**src/rtl/decode_pkg.sv**
```systemverilog
// Summary of operation
// - 24-bit word, top 8 bits opcode
// - exactly three opcodes span two words
// - second word top byte zero, NOP
// - lone second word changes nothing but PC
// - d=0 writes W0, d=1 file register
// - file address covers 0 to 0x1FFF
// - true condition or PC change adds cycle
// - listed control opcodes always two cycles
// - taken skip: two or three cycles
// - two-word instructions take two cycles
// - instruction cycle is four oscillator periods
// - bit select 3 bits byte, 4 word
// - unsigned ten-bit operand byte limit 255
// - program address operand must be even
// - signed operands at 5, 10, 16 bits
// - MAC write-back only to W13
// - five integer flags, four accumulator flags
// - word default; byte, double, shadow modes
// - MAC fields: acc, pair, prefetch, write-back
package decode_pkg;
    // ------------------------------------------------
    // Word layout
    // ------------------------------------------------
    localparam int WORD_W = 24;
    localparam int OPC_HI = 23;
    localparam int OPC_LO = 16;
    localparam logic [7:0] OPC_NOP = 8'h00;
    localparam int N_TWO = 3;
    localparam logic [7:0] OPC_TWO [N_TWO] = '{8'h02, 8'h04, 8'h0B};
    localparam int N_ALW = 8;
    localparam logic [7:0] OPC_ALW [N_ALW] =
        '{8'h01, 8'h37, 8'h38, 8'hBA, 8'hBB, 8'h05, 8'h06, 8'hFE};
    localparam int N_SKIP = 4;
    localparam logic [7:0] OPC_SKIP [N_SKIP] = '{8'hA6, 8'hA7, 8'hE6, 8'hE7};
    localparam int MODE_HI = 15;
    localparam int MODE_LO = 14;
    localparam int D_BIT = 13;
    localparam int F_HI = 12;
    localparam int B3_HI = 2;
    localparam int B4_HI = 3;
    localparam int U10_HI = 13;
    localparam int U10_LO = 4;
    localparam logic [9:0] U10_BYTE_MAX = 10'h0FF;
    localparam int S5_HI = 4;
    localparam int S16_HI = 15;
    localparam int W2_ADDR_HI = 6;
    localparam int ACC_BIT = 15;
    localparam int PAIR_HI = 14;
    localparam int PAIR_LO = 12;
    localparam int XOP_HI = 11;
    localparam int XOP_LO = 9;
    localparam int XD_HI = 8;
    localparam int XD_LO = 7;
    localparam int YOP_HI = 6;
    localparam int YOP_LO = 4;
    localparam int YD_HI = 3;
    localparam int YD_LO = 2;
    localparam int MWR_HI = 1;
    localparam logic [1:0] MWR_NONE = 2'h0;
    localparam logic [1:0] MWR_DIRECT = 2'h1;
    localparam logic [1:0] MWR_POSTINC = 2'h2;
    localparam logic [3:0] MAC_WR_REG = 4'hD;
    localparam logic [3:0] DEF_DEFAULT_WORK_REGISTER = 4'h0;
    // ------------------------------------------------
    // Timing and registers
    // ------------------------------------------------
    localparam int OSC_PER_CYC = 4;
    localparam logic [1:0] PH_LAST = 2'(OSC_PER_CYC - 1);
    localparam logic [7:0] CTRL_OFS = 8'h00;
    localparam logic [7:0] FLAG_OFS = 8'h04;
    localparam logic [7:0] STAT_OFS = 8'h08;
    localparam logic CTRL_RST = 1'b1;
    localparam int ZERO_IDX = 4;

    typedef enum logic [1:0] {
        MODE_WORD = 2'h0, MODE_BYTE = 2'h1, MODE_DBL = 2'h2, MODE_SHADOW = 2'h3
    } mode_t;

    typedef enum logic [4:0] {
        ST_FETCH = 5'h01, ST_WORD2 = 5'h02, ST_FLUSH = 5'h04,
        ST_SKIP = 5'h08, ST_SKIP2 = 5'h10
    } state_t;

    typedef struct packed {
        logic acc_b_clamped_flag;
        logic acc_a_clamped_flag;
        logic acc_b_overflow_flag;
        logic acc_a_overflow_flag;
        logic sticky_zero_flag;
        logic signed_wrap_flag;
        logic negative;
        logic nibble_carry_flag;
        logic carry;
    } flags_t;

    typedef struct packed {
        logic [7:0] opcode;
        logic two_word;
        logic nop;
        mode_t mode;
        logic dest_file;
        logic [3:0] default_work_register;
        logic [12:0] file_addr;
        logic [3:0] bit_sel;
        logic [9:0] ten_bit_unsigned_operand;
        logic err_range;
        logic [15:0] s5_ext;
        logic [15:0] ten_bit_signed_operand;
        logic [15:0] s16;
        logic [22:0] program_address_operand;
        logic err_addr;
        logic acc_b;
        logic [2:0] mul_pair;
        logic [2:0] x_op;
        logic [1:0] x_dst;
        logic [2:0] y_op;
        logic [1:0] y_dst;
        logic mac_wr_en;
        logic mac_wr_inc;
        logic [3:0] mac_result_writeback_reg;
        logic err_mac;
    } dec_t;
endpackage : decode_pkg

```
**src/rtl/instr_decode.sv**
```systemverilog
`timescale 1ns/1ns
`default_nettype none
module instr_decode #(
    parameter int ADDR_W = 8
) (
    input wire logic mclk_i,
    input wire logic rst_n_i,
    input wire logic [decode_pkg::WORD_W-1:0] word_i,
    output logic fetch_o,
    input wire logic cond_true_i,
    input wire logic pc_change_i,
    input wire decode_pkg::flags_t flag_val_i,
    input wire decode_pkg::flags_t flag_we_i,
    output logic cyc_stb_o,
    output logic [1:0] phase_o,
    output logic issue_o,
    output var decode_pkg::dec_t dec_o,
    output logic nop_o,
    output logic done_o,
    output logic [1:0] cycles_o,
    output var decode_pkg::flags_t flags_o,
    input wire logic psel_i,
    input wire logic penable_i,
    input wire logic pwrite_i,
    input wire logic [ADDR_W-1:0] paddr_i,
    input wire logic [31:0] pwdata_i,
    output logic [31:0] prdata_o,
    output logic pready_o,
    output logic pslverr_o
);
    // Offsets must fit the address bus
    if (ADDR_W < 4 || ADDR_W > 32) begin : g_bad_addr
        $error("ADDR_W out of range");
    end

    // ------------------------------------------------
    // Instruction cycle timing
    // ------------------------------------------------
    logic [1:0] phase_q;
    logic cyc_stb;
    logic run_q;
    decode_pkg::state_t state_q;
    decode_pkg::state_t st_d;

    // One strobe per four oscillator clocks
    assign cyc_stb = (phase_q == decode_pkg::PH_LAST);

    // Free running phase, cleared by reset
    always_ff @(posedge mclk_i or negedge rst_n_i) begin
        if (!rst_n_i) begin
            phase_q <= 2'h0;
        end else begin
            phase_q <= phase_q + 2'h1;
        end
    end

    // ------------------------------------------------
    // Opcode classes
    // ------------------------------------------------
    logic [7:0] opc;
    logic [decode_pkg::N_TWO-1:0] hit_two;
    logic [decode_pkg::N_ALW-1:0] hit_alw;
    logic [decode_pkg::N_SKIP-1:0] hit_skip;
    logic is_two;
    logic is_alw;
    logic is_skip;

    assign opc = word_i[decode_pkg::OPC_HI:decode_pkg::OPC_LO];

    // Set membership, one compare per entry
    for (genvar i = 0; i < decode_pkg::N_TWO; i++) begin : g_two
        assign hit_two[i] = (opc == decode_pkg::OPC_TWO[i]);
    end
    for (genvar i = 0; i < decode_pkg::N_ALW; i++) begin : g_alw
        assign hit_alw[i] = (opc == decode_pkg::OPC_ALW[i]);
    end
    for (genvar i = 0; i < decode_pkg::N_SKIP; i++) begin : g_skip
        assign hit_skip[i] = (opc == decode_pkg::OPC_SKIP[i]);
    end
    assign is_two = |hit_two;
    assign is_alw = |hit_alw;
    assign is_skip = |hit_skip;

    // ------------------------------------------------
    // Sequencer
    // ------------------------------------------------
    logic take_first;

    // A word is consumed on every strobe except flush and halt
    assign take_first = cyc_stb && (state_q == decode_pkg::ST_FETCH) && run_q;
    assign fetch_o = take_first || (cyc_stb && (state_q == decode_pkg::ST_WORD2
        || state_q == decode_pkg::ST_SKIP || state_q == decode_pkg::ST_SKIP2));

    // Next state only moves on a strobe
    always_comb begin
        st_d = state_q;
        if (cyc_stb) begin
            case (state_q)
                decode_pkg::ST_FETCH: begin
                    if (!run_q) begin
                        st_d = decode_pkg::ST_FETCH;
                    end else if (is_two) begin
                        st_d = decode_pkg::ST_WORD2;
                    end else if (is_skip && cond_true_i) begin
                        st_d = decode_pkg::ST_SKIP;
                    end else if (is_alw || cond_true_i || pc_change_i) begin
                        st_d = decode_pkg::ST_FLUSH;
                    end
                end
                decode_pkg::ST_SKIP: begin
                    // Skipped word may itself be two words long
                    st_d = is_two ? decode_pkg::ST_SKIP2 : decode_pkg::ST_FETCH;
                end
                default: st_d = decode_pkg::ST_FETCH;
            endcase
        end
    end

    // State register
    always_ff @(posedge mclk_i or negedge rst_n_i) begin
        if (!rst_n_i) begin
            state_q <= decode_pkg::ST_FETCH;
        end else begin
            state_q <= st_d;
        end
    end

    // ------------------------------------------------
    // Field extraction
    // ------------------------------------------------
    decode_pkg::dec_t dec_w;
    decode_pkg::dec_t dec_q;
    logic byte_m;
    logic [1:0] mwr;

    assign byte_m = (word_i[decode_pkg::MODE_HI:decode_pkg::MODE_LO] == decode_pkg::MODE_BYTE);
    assign mwr = word_i[decode_pkg::MWR_HI:0];

    // Every field decoded in parallel; the opcode picks what is meaningful
    always_comb begin
        dec_w = '0;
        dec_w.opcode = opc;
        dec_w.two_word = is_two;
        dec_w.nop = (opc == decode_pkg::OPC_NOP);
        // No suffix bits set gives word mode
        dec_w.mode = decode_pkg::mode_t'(word_i[decode_pkg::MODE_HI:decode_pkg::MODE_LO]);
        dec_w.dest_file = word_i[decode_pkg::D_BIT];
        dec_w.default_work_register = decode_pkg::DEF_DEFAULT_WORK_REGISTER;
        dec_w.file_addr = word_i[decode_pkg::F_HI:0];
        dec_w.bit_sel = byte_m ? {1'b0, word_i[decode_pkg::B3_HI:0]}
                               : word_i[decode_pkg::B4_HI:0];
        dec_w.ten_bit_unsigned_operand = word_i[decode_pkg::U10_HI:decode_pkg::U10_LO];
        dec_w.err_range = byte_m && (word_i[decode_pkg::U10_HI:decode_pkg::U10_LO]
                          > decode_pkg::U10_BYTE_MAX);
        dec_w.s5_ext = 16'($signed(word_i[decode_pkg::S5_HI:0]));
        dec_w.ten_bit_signed_operand =
            16'($signed(word_i[decode_pkg::U10_HI:decode_pkg::U10_LO]));
        dec_w.s16 = word_i[decode_pkg::S16_HI:0];
        dec_w.program_address_operand = 23'(word_i[decode_pkg::S16_HI:0]);
        dec_w.err_addr = word_i[0];
        dec_w.acc_b = word_i[decode_pkg::ACC_BIT];
        dec_w.mul_pair = word_i[decode_pkg::PAIR_HI:decode_pkg::PAIR_LO];
        dec_w.x_op = word_i[decode_pkg::XOP_HI:decode_pkg::XOP_LO];
        dec_w.x_dst = word_i[decode_pkg::XD_HI:decode_pkg::XD_LO];
        dec_w.y_op = word_i[decode_pkg::YOP_HI:decode_pkg::YOP_LO];
        dec_w.y_dst = word_i[decode_pkg::YD_HI:decode_pkg::YD_LO];
        // Only W13 can receive the write-back
        dec_w.mac_wr_en = (mwr == decode_pkg::MWR_DIRECT) || (mwr == decode_pkg::MWR_POSTINC);
        dec_w.mac_wr_inc = (mwr == decode_pkg::MWR_POSTINC);
        dec_w.mac_result_writeback_reg = decode_pkg::MAC_WR_REG;
        dec_w.err_mac = !dec_w.mac_wr_en && (mwr != decode_pkg::MWR_NONE);
    end

    // ------------------------------------------------
    // Decoded instruction and cycle accounting
    // ------------------------------------------------
    logic issue_q;
    logic done_q;
    logic [1:0] cnt_q;
    logic [1:0] cnt_d;
    logic [1:0] cycles_q;

    // First strobe of an instruction restarts the count
    assign cnt_d = (state_q == decode_pkg::ST_FETCH) ? 2'h1 : cnt_q + 2'h1;

    // Two-word forms issue only once the address is complete
    always_ff @(posedge mclk_i or negedge rst_n_i) begin
        if (!rst_n_i) begin
            dec_q <= '0;
            issue_q <= 1'b0;
        end else begin
            issue_q <= (take_first && !is_two)
                || (cyc_stb && state_q == decode_pkg::ST_WORD2);
            if (take_first) begin
                dec_q <= dec_w;
            end else if (cyc_stb && state_q == decode_pkg::ST_WORD2) begin
                dec_q.program_address_operand[22:16] <=
                    word_i[decode_pkg::W2_ADDR_HI:0];
            end
        end
    end

    // Completion pulse carries the cycles spent
    always_ff @(posedge mclk_i or negedge rst_n_i) begin
        if (!rst_n_i) begin
            cnt_q <= 2'h0;
            cycles_q <= 2'h0;
            done_q <= 1'b0;
        end else begin
            done_q <= cyc_stb && (st_d == decode_pkg::ST_FETCH)
                && !(state_q == decode_pkg::ST_FETCH && !run_q);
            if (cyc_stb && !(state_q == decode_pkg::ST_FETCH && !run_q)) begin
                cnt_q <= cnt_d;
                cycles_q <= cnt_d;
            end
        end
    end

    // Extra, skipped and lone second-word cycles do nothing
    assign nop_o = !run_q || dec_q.nop || (state_q == decode_pkg::ST_FLUSH)
        || (state_q == decode_pkg::ST_SKIP) || (state_q == decode_pkg::ST_SKIP2);

    // ------------------------------------------------
    // APB slave
    // ------------------------------------------------
    logic apb_setup;
    logic apb_acc;
    logic hit_ctrl;
    logic hit_flag;
    logic hit_stat;
    logic wr_ctrl;
    logic wr_flag;
    logic [31:0] rd_mux;
    logic [31:0] prdata_q;
    logic [8:0] flags_q;

    assign apb_setup = psel_i && !penable_i;
    assign apb_acc = psel_i && penable_i;
    assign hit_ctrl = (paddr_i == ADDR_W'(decode_pkg::CTRL_OFS));
    assign hit_flag = (paddr_i == ADDR_W'(decode_pkg::FLAG_OFS));
    assign hit_stat = (paddr_i == ADDR_W'(decode_pkg::STAT_OFS));
    assign wr_ctrl = apb_acc && pwrite_i && hit_ctrl;
    assign wr_flag = apb_acc && pwrite_i && hit_flag;
    assign pready_o = 1'b1;
    assign pslverr_o = apb_acc && !(hit_ctrl || hit_flag || hit_stat);

    // Read mux, unmapped reads zero
    always_comb begin
        rd_mux = 32'h0000_0000;
        if (hit_ctrl) begin
            rd_mux = 32'(run_q);
        end else if (hit_flag) begin
            rd_mux = 32'(flags_q);
        end else if (hit_stat) begin
            rd_mux = {13'h0000, dec_q.err_mac, dec_q.err_addr, dec_q.err_range,
                      cycles_q, 1'b0, state_q, dec_q.opcode};
        end
    end

    // Data latched in setup so access is zero wait
    always_ff @(posedge mclk_i or negedge rst_n_i) begin
        if (!rst_n_i) begin
            prdata_q <= 32'h0000_0000;
            run_q <= decode_pkg::CTRL_RST;
        end else begin
            if (apb_setup) begin
                prdata_q <= rd_mux;
            end
            if (wr_ctrl) begin
                run_q <= pwdata_i[0];
            end
        end
    end

    // ------------------------------------------------
    // Status flags
    // ------------------------------------------------
    logic [8:0] flags_d;
    logic [8:0] fwe;

    // No-op cycles may not touch the flags
    assign fwe = flag_we_i & {9{!nop_o}};

    // Datapath update wins over a software write in the same cycle
    for (genvar i = 0; i < 9; i++) begin : g_flag
        if (i == decode_pkg::ZERO_IDX) begin : g_sticky
            // A result can only clear sticky zero; a software write can set or clear it
            assign flags_d[i] = fwe[i] ? (flags_q[i] & flag_val_i[i])
                : (wr_flag ? pwdata_i[i] : flags_q[i]);
        end else begin : g_plain
            assign flags_d[i] = fwe[i] ? flag_val_i[i]
                : (wr_flag ? pwdata_i[i] : flags_q[i]);
        end
    end

    // Flag register
    always_ff @(posedge mclk_i or negedge rst_n_i) begin
        if (!rst_n_i) begin
            flags_q <= 9'h000;
        end else begin
            flags_q <= flags_d;
        end
    end

    assign cyc_stb_o = cyc_stb;
    assign phase_o = phase_q;
    assign issue_o = issue_q;
    assign dec_o = dec_q;
    assign done_o = done_q;
    assign cycles_o = cycles_q;
    assign flags_o = decode_pkg::flags_t'(flags_q);
    assign prdata_o = prdata_q;
endmodule : instr_decode
`default_nettype wire

```
**config.mk**
```make
export PLATFORM = sky130hd
export DESIGN_NAME = instr_decode
export DESIGN_NICKNAME = d
export VERILOG_FILES = /design/src/rtl/decode_pkg.sv /design/src/rtl/instr_decode.sv
export SDC_FILE = /design/constraint.sdc
export NUM_CORES = 1
export LEC_CHECK = 0
export BUFFER_PORTS_ARGS = -buffer_cell sky130_fd_sc_hd__buf_2
export CORE_AREA = 2 2 107 109
export DETAILED_ROUTE_END_ITERATION = 10
export DIE_AREA = 0 0 109 111
export PLACE_DENSITY_LB_ADDON = 0.2
export SLEW_MARGIN = 20
export SYNTH_ARGS = -nofsm -noshare
export SYNTH_HDL_FRONTEND = slang
export SYNTH_SLANG_ARGS = --single-unit
export TNS_END_PERCENT = 5
```
**constraint.sdc**
```tcl
create_clock -name mclk_i -period 2.6 [get_ports mclk_i]
set_clock_uncertainty 0.2 [all_clocks]
set_input_delay 0.13 -clock mclk_i [delete_from_list [all_inputs] [get_ports mclk_i]]
set_output_delay 0.13 -clock mclk_i [all_outputs]
set_load 0.02 [all_outputs]
```
After elaboration in Yosys (flattened, before gate mapping)
Cells that the tools add are included.
Word-level totals
  output and inout bits: 190
  bits in writable memories: 0
  memories kept: 0
  bits in latches: 0
  bits in read-only memories: 0
  register bits after elaboration: 151
Cells by class
  $add $sub $neg: 2
  bitwise logic cells: 2
  equality and inequality tests: 27
  muxes and demuxes: 32
  divide/modulo/power cells: 0
  $lt $le $gt $ge: 1
  multipliers: 0
  shift operators: 0
  reductions and logical operators: 54
Operators by type and width (count)
  2-to-1 mux 19 bit: 3
  equality test 8 bit, second input constant: 7
  equality test 8 x 3 -> 1 bit, second input constant: 4
  2-to-1 mux 5 bit: 6
  nonzero test 2 bit: 11
  logical AND 1 bit: 18
  2-to-1 mux 1 bit: 18
  equality test 8 x 4 -> 1 bit, second input constant: 2
  equality test 8 x 6 -> 1 bit, second input constant: 2
  logical NOT 8 bit: 2
  2-to-1 mux 7 bit: 2
  logical OR 1 bit: 13
  equality test 5 x 1 -> 1 bit, second input constant: 2
  greater-than comparator 10 x 8 -> 1 bit, second input constant: 1
  one-hot mux 5 bit (2 select lines): 1
  bitwise AND 9 bit: 1
  equality test 8 x 1 -> 1 bit, second input constant: 1
  equality test 8 x 2 -> 1 bit, second input constant: 1
  OR reduction 8 bit: 1
  logical NOT 1 bit: 7
  equality test 5 x 2 -> 1 bit, second input constant: 1
  equality test 5 x 3 -> 1 bit, second input constant: 1
  equality test 5 x 4 -> 1 bit, second input constant: 1
  equality test 5 bit, second input constant: 1
  8 further kinds: 11

Depth between registers and ports, before layout
  depth in word-level cells: 13
  mapped depth: 8
  depth with buffers taken out: 5

Least setup slack after synthesis
OpenSTA, ideal clock, no wires.
  kind: flip-flop to flip-flop
  start point: reg phase_q[0], in the netlist phase_o[0]
  end point: reg dec_q, in the netlist dec_o[38]
  clock period less this slack: 2.197 ns
  library setup time: 0.132 ns
  data arrival time: 1.865 ns
  slack: 0.403 ns
  stages on the path, launching flop included: 6
  path buffers: 1
  cells stage by stage: dfrtp_1 > ha_1 > inv_1 > nor4_1 > clkbuf_1 > nor2_1
On the way
  word-level cells in the longest chain between the ends: 4
Ends and longest elaborated chain
  start, declared: RTL line instr_decode.sv:39  | logic [1:0] phase_q;
  start signal, assigned: RTL line instr_decode.sv:53  | phase_q <= phase_q + 2'h1;
  equality test 2 bit (*): RTL line instr_decode.sv:46  | assign cyc_stb = (phase_q == decode_pkg::PH_LAST);
  net cyc_stb_o: RTL line instr_decode.sv:14  | output logic cyc_stb_o,
  logical AND 1 bit (2 in a row): RTL line instr_decode.sv:90  | assign take_first = cyc_stb && (state_q == decode_pkg::ST_FETCH) && run_q;
  2-to-1 mux 7 bit or nonzero test 2 bit (tied branches)
  end signal, assigned: RTL line instr_decode.sv:195  | dec_q <= dec_w;
  end, declared: RTL line instr_decode.sv:132  | decode_pkg::dec_t dec_q;
The timed path passes the listed nets; every way through them passes the cells marked *.
A chain may end at the register's enable or synchronous reset.

Worst setup path in the final report
  start point: in paddr_i[2]
  end point: reg flags_q[4], in the netlist flags_o[4]
On the way
  word-level cells in the longest chain between the ends: 3
Ends and longest elaborated chain
  start, declared: RTL line instr_decode.sv:25  | input wire logic [ADDR_W-1:0] paddr_i,
  equality test 8 x 3 -> 1 bit: RTL line instr_decode.sv:240  | assign hit_flag = (paddr_i == ADDR_W'(decode_pkg::FLAG_OFS));
  logical AND 1 bit: RTL line instr_decode.sv:243  | assign wr_flag = apb_acc && pwrite_i && hit_flag;
  nonzero test 2 bit (no source line)
  end signal, assigned: RTL line instr_decode.sv:301  | flags_q <= flags_d;
  end, declared: RTL line instr_decode.sv:235  | logic [8:0] flags_q;
Every way passes these cells.

==> results.json <==
{
  "yosysSeqAreaShare": 0.436,
  "grt_pass1_wl_mm": 17.7,
  "ys_seq_elements": 78,
  "cp.arrival_ns": 2.52,
  "min_period_over_period": 0.964,
  "ios": 279,
  "core_um2": 11100,
  "areaGrowthSynthToFinish_pct": 33.0,
  "diodes": 0,
  "numCtsBuffers": 9,
  "start_util": 0.404,
  "port_buffers": 235,
  "grt_pass1_vias": 3542,
  "relSlewSlack": 0.526,
  "maxCapViolCount": 0,
  "async_flop_share": 1.00,
  "cp-start-kind": "input pin",
  "syn_area_um2": 4480,
  "setup_viol": 0,
  "dp_hpwl_mm": 7.81,
  "powerDensity_nw_per_um2": 586,
  "path_clk_slew_ns": 0.07,
  "yosys_warnings": 0,
  "via_per_inst": 4.60,
  "rsz0062_at_grt": "false",
  "critical_path.cell_chain": "dlygate4sd3_1 -> buf_2 -> or4b_1 -> buf_4 -> mux2_2 -> a32o_1 -> dlygate4sd3_1",
  "grt-busiest-layer": "met2",
  "irDropWorstVdd_v": 0.000329,
  "worst_pin_slew_ns": 0.711,
  "critPathSlowestCell": "dlygate4sd3_1",
  "worstSetupPathType": "input pin to flop",
  "antenna_found_initial": 0,
  "drt_wl_total_mm": 11.2,
  "max_freq_mhz": 399,
  "grt_use_met1": 0.243,
  "yosys.cell_types.count": 48,
  "track_usage": 0.183,
  "cts-root-buf": "clkbuf_16",
  "nFillCells": 1023,
  "cts_num_sinks": 78,
  "cts_tree": "yes",
  "cts_setup_buffers": 0,
  "gr-usage-met3": 0.0276,
  "die-area_um2": 12100,
  "route.detailed.drc": 0,
  "design_area_um2": 5950,
  "drv_slew": 0,
  "die_x_um": 109,
  "layout_commonest_cell": "buf_2",
  "fin_setup_tns_ns": 0,
  "fp.dieH_um": 111,
  "routedWlPerCell_um": 13.5,
  "status": "complete, no violations",
  "use_met2": 0.301,
  "hold_viol": 0,
  "required_ns": 2.62,
  "final_layout_size_suffix_gt1_frac": 0.416,
  "synth_cells": 488,
  "min_period_ns": 2.51,
  "dr.pass1.iters": 4,
  "final_cell_mix": "buf_2, nand2_1, dfrtp_1, dlygate4sd3_1, o21ai_0",
  "clock_latency_ns": 0.33,
  "synth_edf_count": 0,
  "num_rows": 39,
  "grt_max_degree": 79,
  "cp_slowest_stage_delay_ns": 0.55,
  "critPathMostFrequentCell": "dlygate4sd3_1",
  "crit_path_end_kind": "flop",
  "crit_fanout": 10,
  "drt_iter0_markers": 104,
  "antenna_left": 0,
  "avgSynthCellArea_um2": 9.18,
  "htreeDepth": 3,
  "gp_congestion": 0.766,
  "gr-total-overflow": 0,
  "layout.nets": 774,
  "p_leak_nw": 2.98,
  "clk_path_buf_depth": 2,
  "vias": 3816,
  "synth_top_flop_cell": "dfrtp_1",
  "placed_area_um2": 5050,
  "hp-class": "input pin to flop"
}
## through the flow
stage / worst slack (ns) / power, mW / util / std cells / hold WS (ns)
final: 0.0935 / 3.49 / 0.538 / 830 / 0.00852
after CTS: 0.0532 / 3.53 / 0.535 / 830 / 0.00562
after global placement: 0.305 / 2.00 / 0.456 / 760 / 0.122
after floorplan: 0.403 / 1.92 / - / 506 / -0.366
after global routing: 0.0124 / 3.66 / 0.538 / 830 / 0.0418
after detailed placement: 0.285 / 2.01 / 0.456 / 760 / 0.125
## per-layer routing
metal,part of all wire,vias to the layer above
met5,0,-
met4,0.016,0
met3,0.058,17
met2,0.50,152
met1,0.43,1787
li1,-,1860
## what timing repair did
item                                   CTS  global route
setup endpoints to repair                0             2
endpoints found under the hold margin  122             0
gates resized for setup                  0             2
hold buffers                            54             0
## Yosys cell counts (4+ instances only)
cell type / count / share of area
nor3_1: 4 / 0.0045
nand2_1: 123 / 0.10
a22oi_1: 8 / 0.013
nand3_1: 5 / 0.0056
mux2i_1: 9 / 0.020
buf_4: 114 / 0.19
nor2_1: 16 / 0.013
dfrtp_1: 76 / 0.42
o21ai_0: 28 / 0.031
mux2_4: 16 / 0.054
inv_1: 11 / 0.0092
nand2b_1: 5 / 0.0070
clkbuf_1: 18 / 0.015
## report_power, final
part	switching [mW]	internal [mW]	leakage, nW	total (mW)
registers	0.0683	1.28	0.910	1.34
logic	0.445	0.260	1.91	0.705
clock network	0.497	0.942	0.160	1.44
total	1.01	2.48	2.98	3.49
## worst max-delay path, delay by kind of cell
kind	cells	cell delay (ns)
muxes	1	0.28
buffers and inverters	4	1.47
and+or+nand+nor	1	0.45
AOI/OAI and AO/OA	1	0.19
## worst paths after layout
path	start	to	cells past startpoint	slack (ns)
hold / removal	paddr_i[0]	prdata_o[0]	4	0.009
hold reg to reg	phase_o[0]	phase_o[0]	1	0.24
setup reg to reg	state_q[2]	flags_o[4]	6	0.11
min in group asynchronous	rst_n_i	flags_o[2]	2	0.21
setup / recovery	paddr_i[2]	flags_o[4]	7	0.09
max in group asynchronous	rst_n_i	dec_o[40]	2	1.49
## logic make-up (layout without fill, tap and decap cells)
| kind of cell | count (synthesis) | after routing | share of synthesized area |
|---|---|---|---|
| AO/OA/AOI/OAI | 53 | 53 | 0.0740 |
| other | 2 | 20 | 0.00168 |
| buffers and inverters | 145 | 326 | 0.219 |
| XOR/XNOR | 3 | 3 | 0.00587 |
| flip-flops | 78 | 78 | 0.436 |
| multiplexers | 28 | 28 | 0.0813 |
| AND/OR/NAND/NOR | 176 | 176 | 0.173 |
| adder cells (fa/ha/maj) | 3 | 3 | 0.00838 |
## registers in the layout, summed over array words and instances (netlist names), 2 cells and up
signal,count
prdata_o,18
dec_o,39
state_q,5
flags_o,9
phase_o,2
cycles_o,2
## cell type report
class	count	area, µm²	share of cell area
inverter	11	41.3	0.00693
timing repair buffer	299	1800	0.302
sequential	78	1950	0.328
clock inverter	5	106	0.0179
tap	143	179	0.0300
multi-input combinational	283	1640	0.276
clock buffer	11	233	0.0391
Note: power is estimated with default switching activity, not from simulation.
